File: config.mk
export PLATFORM = sky130hd
export DESIGN_NAME = ate_transfer_exec
export DESIGN_NICKNAME = d
export VERILOG_FILES = /design/src/design/ate_pkg.sv /design/src/design/ate_decode.sv /design/src/design/ate_ahb_slave.sv /design/src/design/ate_transfer_exec.sv
export VERILOG_INCLUDE_DIRS = /design/src /design/src/design
export SDC_FILE = /design/constraint.sdc
export NUM_CORES = 1
export LEC_CHECK = 0
export ABC_CLOCK_PERIOD_IN_PS = 3800
export BUFFER_PORTS_ARGS = -buffer_cell sky130_fd_sc_hd__buf_2
export CAP_MARGIN = 0
export CELL_PAD_IN_SITES_DETAIL_PLACEMENT = 1
export CELL_PAD_IN_SITES_GLOBAL_PLACEMENT = 2
export CORE_MARGIN = 3
export CORE_UTILIZATION = 30
export DETAILED_ROUTE_END_ITERATION = 8
export PLACE_DENSITY_LB_ADDON = 0.1
export REMOVE_ABC_BUFFERS = 1
export SLEW_MARGIN = 20
export SYNTH_ARGS = -nofsm -noshare
export SYNTH_HDL_FRONTEND = slang
export SYNTH_SLANG_ARGS = --single-unit
File: constraint.sdc
create_clock -name clock -period 3.8 [get_ports clock]
set_input_delay 0.19 -clock clock [delete_from_list [all_inputs] [get_ports clock]]
set_output_delay 0.19 -clock clock [all_outputs]
set_load 0.05 [all_outputs]
File: src/design/ate_params.svh
// constants for the accumulator transfer execution block
`ifndef ATE_PARAMS_SVH
`define ATE_PARAMS_SVH

// instruction codes (10-bit words)
`define ATE_OP_LCD1 10'h2a8
`define ATE_OP_LCD2 10'h2a9
`define ATE_OP_LCD3 10'h2aa
`define ATE_OP_DREG 10'h029
`define ATE_OP_EREG 10'h01a
`define ATE_OP_FR0 10'h228

// register byte offsets
`define ATE_ADR_ACC 8'h00
`define ATE_ADR_REGB 8'h04
`define ATE_ADR_INSTR 8'h08
`define ATE_ADR_LCD1 8'h0c
`define ATE_ADR_LCD2 8'h10
`define ATE_ADR_LCD3 8'h14
`define ATE_ADR_DREG 8'h18
`define ATE_ADR_EREG 8'h1c
`define ATE_ADR_FR0 8'h20
`define ATE_ADR_STATUS 8'h24
`define ATE_ADR_COUNT 8'h28

// field positions
`define ATE_E_HI_MSB 7
`define ATE_E_HI_LSB 4
`define ATE_E_LO_MSB 3
`define ATE_D_MSB 2

// reset values
`define ATE_RST_NIBBLE 4'h0
`define ATE_RST_D 3'h0
`define ATE_RST_E 8'h00
`define ATE_RST_WORD 10'h000
`define ATE_RST_COUNT 16'h0000

// ahb encodings
`define ATE_HTRANS_NONSEQ 2'b10
`define ATE_HSIZE_WORD 3'b010

`endif

File: src/design/ate_pkg.sv
// types shared by the accumulator transfer execution block
`default_nettype none

package ate_pkg;

  typedef enum logic [2:0] {
    ATE_K_NONE,
    ATE_K_LCD1,
    ATE_K_LCD2,
    ATE_K_LCD3,
    ATE_K_DREG,
    ATE_K_EREG,
    ATE_K_FR0
  } ate_kind_type;

  typedef struct packed {
    logic dataPhase;
    logic write;
    logic [7:0] addr;
  } ate_bus_state_type;

  typedef struct packed {
    logic [3:0] acc;
    logic [3:0] regB;
    logic [9:0] lastWord;
    logic [3:0] lcdCtrlFirst;
    logic [3:0] lcdCtrlSecond;
    logic [3:0] lcdCtrlThird;
    logic [2:0] dReg;
    logic [7:0] eReg;
    logic [3:0] portStructCtrl0;
    ate_kind_type lastKind;
    logic [15:0] execCount;
  } ate_core_state_type;

endpackage : ate_pkg

`default_nettype wire

File: src/design/ate_decode.sv
// instruction decoder for the accumulator transfer group
`default_nettype none
`include "ate_params.svh"

module ate_decode
  import ate_pkg::*;
(
  input wire logic [9:0] instrWord,
  output ate_kind_type kind
);

  function automatic ate_kind_type decodeKind(input logic [9:0] w);
    ate_kind_type k;
    k = ATE_K_NONE;
    unique case (w)
      `ATE_OP_LCD1: k = ATE_K_LCD1;
      `ATE_OP_LCD2: k = ATE_K_LCD2;
      `ATE_OP_LCD3: k = ATE_K_LCD3;
      `ATE_OP_DREG: k = ATE_K_DREG;
      `ATE_OP_EREG: k = ATE_K_EREG;
      `ATE_OP_FR0: k = ATE_K_FR0;
      default: k = ATE_K_NONE;
    endcase
    return k;
  endfunction : decodeKind

  assign kind = decodeKind(instrWord);

endmodule : ate_decode

`default_nettype wire

File: src/design/ate_ahb_slave.sv
// ahb-lite address phase capture, zero wait states
`default_nettype none
`include "ate_params.svh"

module ate_ahb_slave
  import ate_pkg::*;
(
  input wire logic clock,
  input wire logic rst_b,
  input wire logic hsel,
  input wire logic [31:0] haddr,
  input wire logic [1:0] htrans,
  input wire logic hwrite,
  input wire logic [2:0] hsize,
  input wire logic hready,
  output logic hreadyout,
  output logic hresp,
  output logic wrStrobe,
  output logic rdActive,
  output logic [7:0] phaseAddr
);

  ate_bus_state_type st_r;
  ate_bus_state_type st_nxt;

  always_comb begin
    st_nxt = st_r;
    st_nxt.dataPhase = 1'b0;
    // only whole-word nonseq transfers are taken; others are ignored
    if (hsel && hready && htrans == `ATE_HTRANS_NONSEQ && hsize == `ATE_HSIZE_WORD) begin
      st_nxt.dataPhase = 1'b1;
      st_nxt.write = hwrite;
      st_nxt.addr = {haddr[7:2], 2'b00};
    end
  end

  always_ff @(posedge clock or negedge rst_b) begin
    if (!rst_b) begin
      st_r <= '0;
    end else begin
      st_r <= st_nxt;
    end
  end

  assign hreadyout = 1'b1;
  assign hresp = 1'b0;
  assign wrStrobe = st_r.dataPhase & st_r.write;
  assign rdActive = st_r.dataPhase & ~st_r.write;
  assign phaseAddr = st_r.addr;

endmodule : ate_ahb_slave

`default_nettype wire

File: src/design/ate_transfer_exec.sv
// execution of accumulator transfer instructions with ahb-lite register access
//
// Decided for this implementation: the register addresses and the AHB-Lite register port.
`default_nettype none
`include "ate_params.svh"

// Behaviour
// - first lcd control register takes accumulator, one cycle
// - code 1010101001 loads second lcd control
// - third lcd control register takes accumulator, one cycle
// - d register takes accumulator bits two..zero
// - e gets b high, accumulator low
// - code 1000101000 loads port structure control zero
module ate_transfer_exec
  import ate_pkg::*;
(
  input wire logic clock,
  input wire logic rst_b,
  input wire logic execValid,
  input wire logic [9:0] execWord,
  input wire logic [3:0] accIn,
  input wire logic [3:0] regBIn,
  input wire logic hsel,
  input wire logic [31:0] haddr,
  input wire logic [1:0] htrans,
  input wire logic hwrite,
  input wire logic [2:0] hsize,
  input wire logic hready,
  input wire logic [31:0] hwdata,
  output logic [31:0] hrdata,
  output logic hreadyout,
  output logic hresp,
  output logic [3:0] lcdCtrlFirst,
  output logic [3:0] lcdCtrlSecond,
  output logic [3:0] lcdCtrlThird,
  output logic [2:0] dReg,
  output logic [7:0] eReg,
  output logic [3:0] portStructCtrl0,
  output logic skipNext
);

  ate_core_state_type st_r;
  ate_core_state_type st_nxt;
  logic wrStrobe;
  logic rdActive;
  logic [7:0] phaseAddr;
  logic busIssue;
  logic issue;
  logic [9:0] issueWord;
  logic [3:0] srcAcc;
  logic [3:0] srcB;
  ate_kind_type kind;

  ate_ahb_slave u_bus (
    .clock(clock),
    .rst_b(rst_b),
    .hsel(hsel),
    .haddr(haddr),
    .htrans(htrans),
    .hwrite(hwrite),
    .hsize(hsize),
    .hready(hready),
    .hreadyout(hreadyout),
    .hresp(hresp),
    .wrStrobe(wrStrobe),
    .rdActive(rdActive),
    .phaseAddr(phaseAddr)
  );

  // bus issue wins over the core port in the same cycle
  assign busIssue = wrStrobe && phaseAddr == `ATE_ADR_INSTR;
  assign issue = busIssue | execValid;
  assign issueWord = busIssue ? hwdata[9:0] : execWord;
  assign srcAcc = busIssue ? st_r.acc : accIn;
  assign srcB = busIssue ? st_r.regB : regBIn;

  ate_decode u_dec (
    .instrWord(issueWord),
    .kind(kind)
  );

  always_comb begin
    st_nxt = st_r;
    // source registers change only by bus writes, never by execution
    if (wrStrobe && phaseAddr == `ATE_ADR_ACC) begin
      st_nxt.acc = hwdata[3:0];
    end
    if (wrStrobe && phaseAddr == `ATE_ADR_REGB) begin
      st_nxt.regB = hwdata[3:0];
    end
    if (issue) begin
      st_nxt.lastWord = issueWord;
      st_nxt.lastKind = kind;
      if (kind != ATE_K_NONE) begin
        st_nxt.execCount = st_r.execCount + 16'h0001;
      end
      unique case (kind)
        ATE_K_LCD1: st_nxt.lcdCtrlFirst = srcAcc;
        ATE_K_LCD2: st_nxt.lcdCtrlSecond = srcAcc;
        ATE_K_LCD3: st_nxt.lcdCtrlThird = srcAcc;
        ATE_K_DREG: st_nxt.dReg = srcAcc[`ATE_D_MSB:0];
        ATE_K_EREG: begin
          st_nxt.eReg[`ATE_E_HI_MSB:`ATE_E_HI_LSB] = srcB;
          st_nxt.eReg[`ATE_E_LO_MSB:0] = srcAcc;
        end
        ATE_K_FR0: st_nxt.portStructCtrl0 = srcAcc;
        ATE_K_NONE: begin
        end
      endcase
    end
  end

  always_ff @(posedge clock or negedge rst_b) begin
    if (!rst_b) begin
      st_r.acc <= `ATE_RST_NIBBLE;
      st_r.regB <= `ATE_RST_NIBBLE;
      st_r.lastWord <= `ATE_RST_WORD;
      st_r.lcdCtrlFirst <= `ATE_RST_NIBBLE;
      st_r.lcdCtrlSecond <= `ATE_RST_NIBBLE;
      st_r.lcdCtrlThird <= `ATE_RST_NIBBLE;
      st_r.dReg <= `ATE_RST_D;
      st_r.eReg <= `ATE_RST_E;
      st_r.portStructCtrl0 <= `ATE_RST_NIBBLE;
      st_r.lastKind <= ATE_K_NONE;
      st_r.execCount <= `ATE_RST_COUNT;
    end else begin
      st_r <= st_nxt;
    end
  end

  // read mux over registered state; unmapped reads return zero
  always_comb begin
    hrdata = 32'h0000_0000;
    if (rdActive) begin
      unique case (phaseAddr)
        `ATE_ADR_ACC: hrdata = {28'h000_0000, st_r.acc};
        `ATE_ADR_REGB: hrdata = {28'h000_0000, st_r.regB};
        `ATE_ADR_INSTR: hrdata = {22'h00_0000, st_r.lastWord};
        `ATE_ADR_LCD1: hrdata = {28'h000_0000, st_r.lcdCtrlFirst};
        `ATE_ADR_LCD2: hrdata = {28'h000_0000, st_r.lcdCtrlSecond};
        `ATE_ADR_LCD3: hrdata = {28'h000_0000, st_r.lcdCtrlThird};
        `ATE_ADR_DREG: hrdata = {29'h0000_0000, st_r.dReg};
        `ATE_ADR_EREG: hrdata = {24'h00_0000, st_r.eReg};
        `ATE_ADR_FR0: hrdata = {28'h000_0000, st_r.portStructCtrl0};
        `ATE_ADR_STATUS: hrdata = {29'h0000_0000, st_r.lastKind};
        `ATE_ADR_COUNT: hrdata = {16'h0000, st_r.execCount};
        default: hrdata = 32'h0000_0000;
      endcase
    end
  end

  assign lcdCtrlFirst = st_r.lcdCtrlFirst;
  assign lcdCtrlSecond = st_r.lcdCtrlSecond;
  assign lcdCtrlThird = st_r.lcdCtrlThird;
  assign dReg = st_r.dReg;
  assign eReg = st_r.eReg;
  assign portStructCtrl0 = st_r.portStructCtrl0;
  assign skipNext = 1'b0;

endmodule : ate_transfer_exec

`default_nettype wire

# == Word-level counts from Yosys, hierarchy flattened ==
# Index checks and enable logic that the tools add are counted.
# totals
output_inout_bits,62
input_bits,93
word_cells,65
register_bits,72
# classes
muxes,7
reduce_logical,15
n_addsub,1
bitwise,4
n_eq_ne,24
# op_table
operator,count
$pmux W16 S11,1
$eq A10 B10 Y1 const B,4
$eq A6 B3 Y1 const B,4
$mux W10,2
$eq A6 B4 Y1 const B,3
$pmux W3 S6,1
$add A16 B1 Y16 const B,1
$mux W16,1
$reduce_and A2 Y1,7
$eq A6 B2 Y1 const B,2
$eq A10 B5 Y1 const B,1
$eq A10 B6 Y1 const B,1
$eq A3 B2 Y1 const B,3
$eq A3 B3 Y1 const B,3
$logic_not A8 Y1,1
$mux W4,2
$eq A6 B1 Y1 const B,1
$logic_and A1 B1 Y1,6
$eq A3 B1 Y1 const B,1
$reduce_bool A3 Y1,1
$and A1 B1 Y1,2
$eq A2 B2 Y1 const B,1
$not A1 Y1,1
$or A1 B1 Y1,1

# == Longest topological paths before layout ==
# logic_depth
depth_word,7
ltp_mapped,10
depth_no_buf,6

# == Hierarchy ==
# A second synthesis with hierarchy kept.
# hier_totals
hier_cells,406
hier_area_um2,4566.9
# modules_own_cells
module,area_per_inst_um2,cells_per_inst,seq_area_each_um2,n_inst
ate_transfer_exec,4030.1,358,1601.5,1
ate_ahb_slave,405.4,32,200.2,1
ate_decode,131.4,16,0.0,1

# == Worst setup path before layout ==
# Ideal clock, no wire load.
# synth_timing
path_kind,reg2reg
startpoint,"reg u_bus.st_r, in the netlist u_bus.phaseAddr[7]"
endpoint,reg lcdCtrlSecond[0] (netlist name)
period_less_slack_ns,2.795
n_path_buf,0
setup_ns,0.127
required_time_ns,3.673
arrival_ns,2.667
path_stages_with_launch,7
setup_slack_ns,1.005
cell_sequence,dfrtp_1 -> or4b_4 -> o2111a_1 -> a2bb2oi_2 -> or3b_1 -> or4b_4 -> mux2_1
# synth_via
elab_chain_len,7
elab_cells_between_ends,14
classes_between,8 x eq/ne; 3 x mux; 1 x bitwise; 2 x reduce/logical
# synth_lines
item,line,rtl
from (decl),ate_ahb_slave.sv:23,ate_bus_state_type st_r;
from (signal assigned),ate_ahb_slave.sv:41,st_r <= st_nxt;
$eq A6 B2 Y1 (*),n/a,
$logic_and A1 B1 Y1 (no source line) (*),n/a,
$mux W10,ate_transfer_exec.sv:73,assign issueWord = busIssue ? hwdata[9:0] : execWord;
"$eq A10 B10 Y1, or another cell as far along",ate_decode.sv:15,unique case (w)
$pmux W3 S6,ate_decode.sv:15,
$eq A3 B2 Y1,ate_transfer_exec.sv:97,unique case (kind)
$reduce_and A2 Y1 (no source line),n/a,
# Every way passes the cells marked *; elsewhere a longest branch is shown, timed or not.
# A chain may end at the register's enable or synchronous reset.

# == Final worst setup path ==
# layout_timing
startpoint,"reg u_bus.st_r, in the netlist u_bus.phaseAddr[7]"
endpoint,reg lcdCtrlSecond[1] (netlist name)
# layout_via
elab_chain_len,7
elab_cells_between_ends,14
classes_between,8 x eq/ne; 3 x mux; 1 x bitwise; 2 x reduce/logical
# layout_lines
item,line
$eq A6 B2 Y1 (*),n/a
$logic_and A1 B1 Y1 (no source line) (*),n/a
$mux W10,ate_transfer_exec.sv:73
"$eq A10 B10 Y1, or another cell as far along",ate_decode.sv:15
$pmux W3 S6,ate_decode.sv:15
$eq A3 B2 Y1,ate_transfer_exec.sv:97
$reduce_and A2 Y1 (no source line),n/a
# Marks and branches as above.

==> run summary <==
clk buf depth = 2
Via density = 5.10
#FFs+latches synth = 72
worst path buffer plus inverter count = 0
Core Util, Final = 36.6%
area of the multi-input gates = 2200 µm²
Critical Path Most Common Cell = or4b_4
period utilization = 81.2%
CP max stage delay = 0.61 ns
leakage = 2.46 nW
setup ws final = 0.713 ns
CTS Root Cell = clkbuf_16
hpwl dp = 10500 µm
clk_skew = 0.00327 ns
startpoint types = flop
share of layout cells above drive strength 1 = 33.2%
Reg clk slew, reported paths = 0.06 ns
Initial Util = 31.1%
Power Density = 396 nW/µm²
Setup CP Type = flop to flop
vias in the first global route = 3691
clock sinks = 72
cell area after synthesis = 4370 µm²
H-tree lvl count = 3
post-DR wirelength/cell = 20.0 µm
vias = 3543
hold_buf cts = 1
Hold Vio Cnt, Final = 0
post-synthesis async set-or-reset flop share = 100%
outcome = completed
Overall Global Routing Usage = 17.5%
initial antenna violation count = 0
WL final = 13900 µm
Chip Height = 127 µm
sequential cell area fraction in the yosys report = 41.2%
Detailed Route Iter0 Violations = 161
Post-synth EDFFs = 0
setup TNS = 0 ns
Reg area = 1800 µm²
RSZ-0062 raised after global routing = no
crit path capture type = flop
mean post-synth cell area = 9.90 µm²
# DRC = 0
post-CTS sizing = 0
slowest CP cell = or4b_4
Synth cell types = 56
post-CTS setup buffers = 0
Die ar. = 16000 µm²
# Max-Cap Violations = 0
fill cell count = 1630
Fmax achieved = 324 MHz
fin. max-slew vios = 0
First-pass DRT Iterations = 4
commonest register cell after synthesis = dfrtp_1
Top Family by Delay on Critical Path = simple AND/OR/NAND/NOR gates
# IOs = 155
Mapped Cells = 441
# diodes = 0
ANT nets after route = 0
Setup-failing EPs final = 0
clk_lat worst skew = 0.34 ns
Worst slew margin = 52.2%
first-pass GRT wire length = 21600 µm
worst slew pin tran = 0.707 ns
total power = 2.03 mW
FP Rows = 43
commonest non-fill, non-tap cell in the layout = buf_2
commonest non-fill, non-tap cells in the layout = buf_2, dfrtp_1, nand2_1, mux2_2
hold_ws = 0.0847 ns
WP data required = 4.02 ns
gr ovfl total = 0
Critical Path AT = 3.31 ns
Critical Path, Cell by Cell = or4b_4, o2111a_1, a2bb2oi_2, or3b_1, or4b_4, mux2_1
Area Overhead vs Synth = 17.7%
warnings from Yosys = 0
CTS Buf Count = 9
Final nets = 605
worst-path fanout max = 6
peak supply drop = 0.000178 V
CTS tree = built
post-route minimum period = 3.09 ns
Buffers on Ports = 87
die width = 127 µm
GP Congestion = 0.841
HP Class = primary input to flop
largest net degree at the start of global routing = 36
dpl ws = 0.736 ns
core area = 14000 µm²
R2R setup slack = 0.71 ns
## power by group
group / leakage, nW / internal, mW / switching (mW)
sequential: 0.938 / 0.801 / 0.0361
clock: 0.148 / 0.559 / 0.333
combinational: 1.37 / 0.104 / 0.200
## synth_stat cells, drive strengths merged (9+ instances only)
library cell   n  share of area, %
a22oi          9               1.5
o21ai         16               1.8
buf           48               8.1
xor2          12               2.4
clkbuf        17               1.5
a211oi        13               2.2
a21oi         14               1.6
nor3           9               1.0
mux2          45                12
nor2          17               1.5
nand2         55               4.7
mux2i         13               3.0
dfrtp         72                41
## worst paths after layout
check / startpoint / endpoint / cells past startpoint
min reg2reg: st_r[15] / st_r[15] / 1
max in group asynchronous: rst_b / u_bus.st_r[9] / 3
max reg2reg: u_bus.phaseAddr[7] / lcdCtrlSecond[1] / 6
min in group asynchronous: rst_b / st_r[54] / 2
min: haddr[6] / u_bus.phaseAddr[6] / 2
max: u_bus.phaseAddr[7] / lcdCtrlSecond[1] / 6
## flip-flops by register name, indices dropped and copies added (netlist names)
name             flops
portStructCtrl0      4
u_bus.st_r           2
u_bus.phaseAddr      6
lcdCtrlThird         4
st_r                37
eReg                 8
lcdCtrlSecond        4
dReg                 3
lcdCtrlFirst         4
## cell type report
type	count	share of cell area, %
multi-input combinational	316	42.8
sequential	72	35.1
inverter	5	0.365
tap	180	4.38
clock buffer	13	5.26
timing repair buffer	107	11.4
clock inverter	2	0.730
## metal layers
layer | track usage (%) | share of wire [%] | vias to the layer above
met3 | 3.12 | 5.0 | 14
met5 | 0 | 0 | -
met4 | 5.49 | 1.4 | 0
met2 | 27.6 | 45 | 95
li1 | - | - | 1671
met1 | 24.5 | 48 | 1763
## per-stage QoR
step	cells	area, µm²
2_1_floorplan	393	4010
3_5_place_dp	679	4820
5_1_grt	695	5140
4_1_cts	695	5130
3_3_place_gp	679	4820
6_report	695	5140
## logic make-up after synthesis
family,share of synthesized area [%]
flops,41.2
mux,14.6
compound gates,12.7
fa+ha+maj,0.286
buf+inv,10.0
xor+xnor,3.01
simple gates,18.0
other cells,0.172
(Power assumes the default switching activity.)
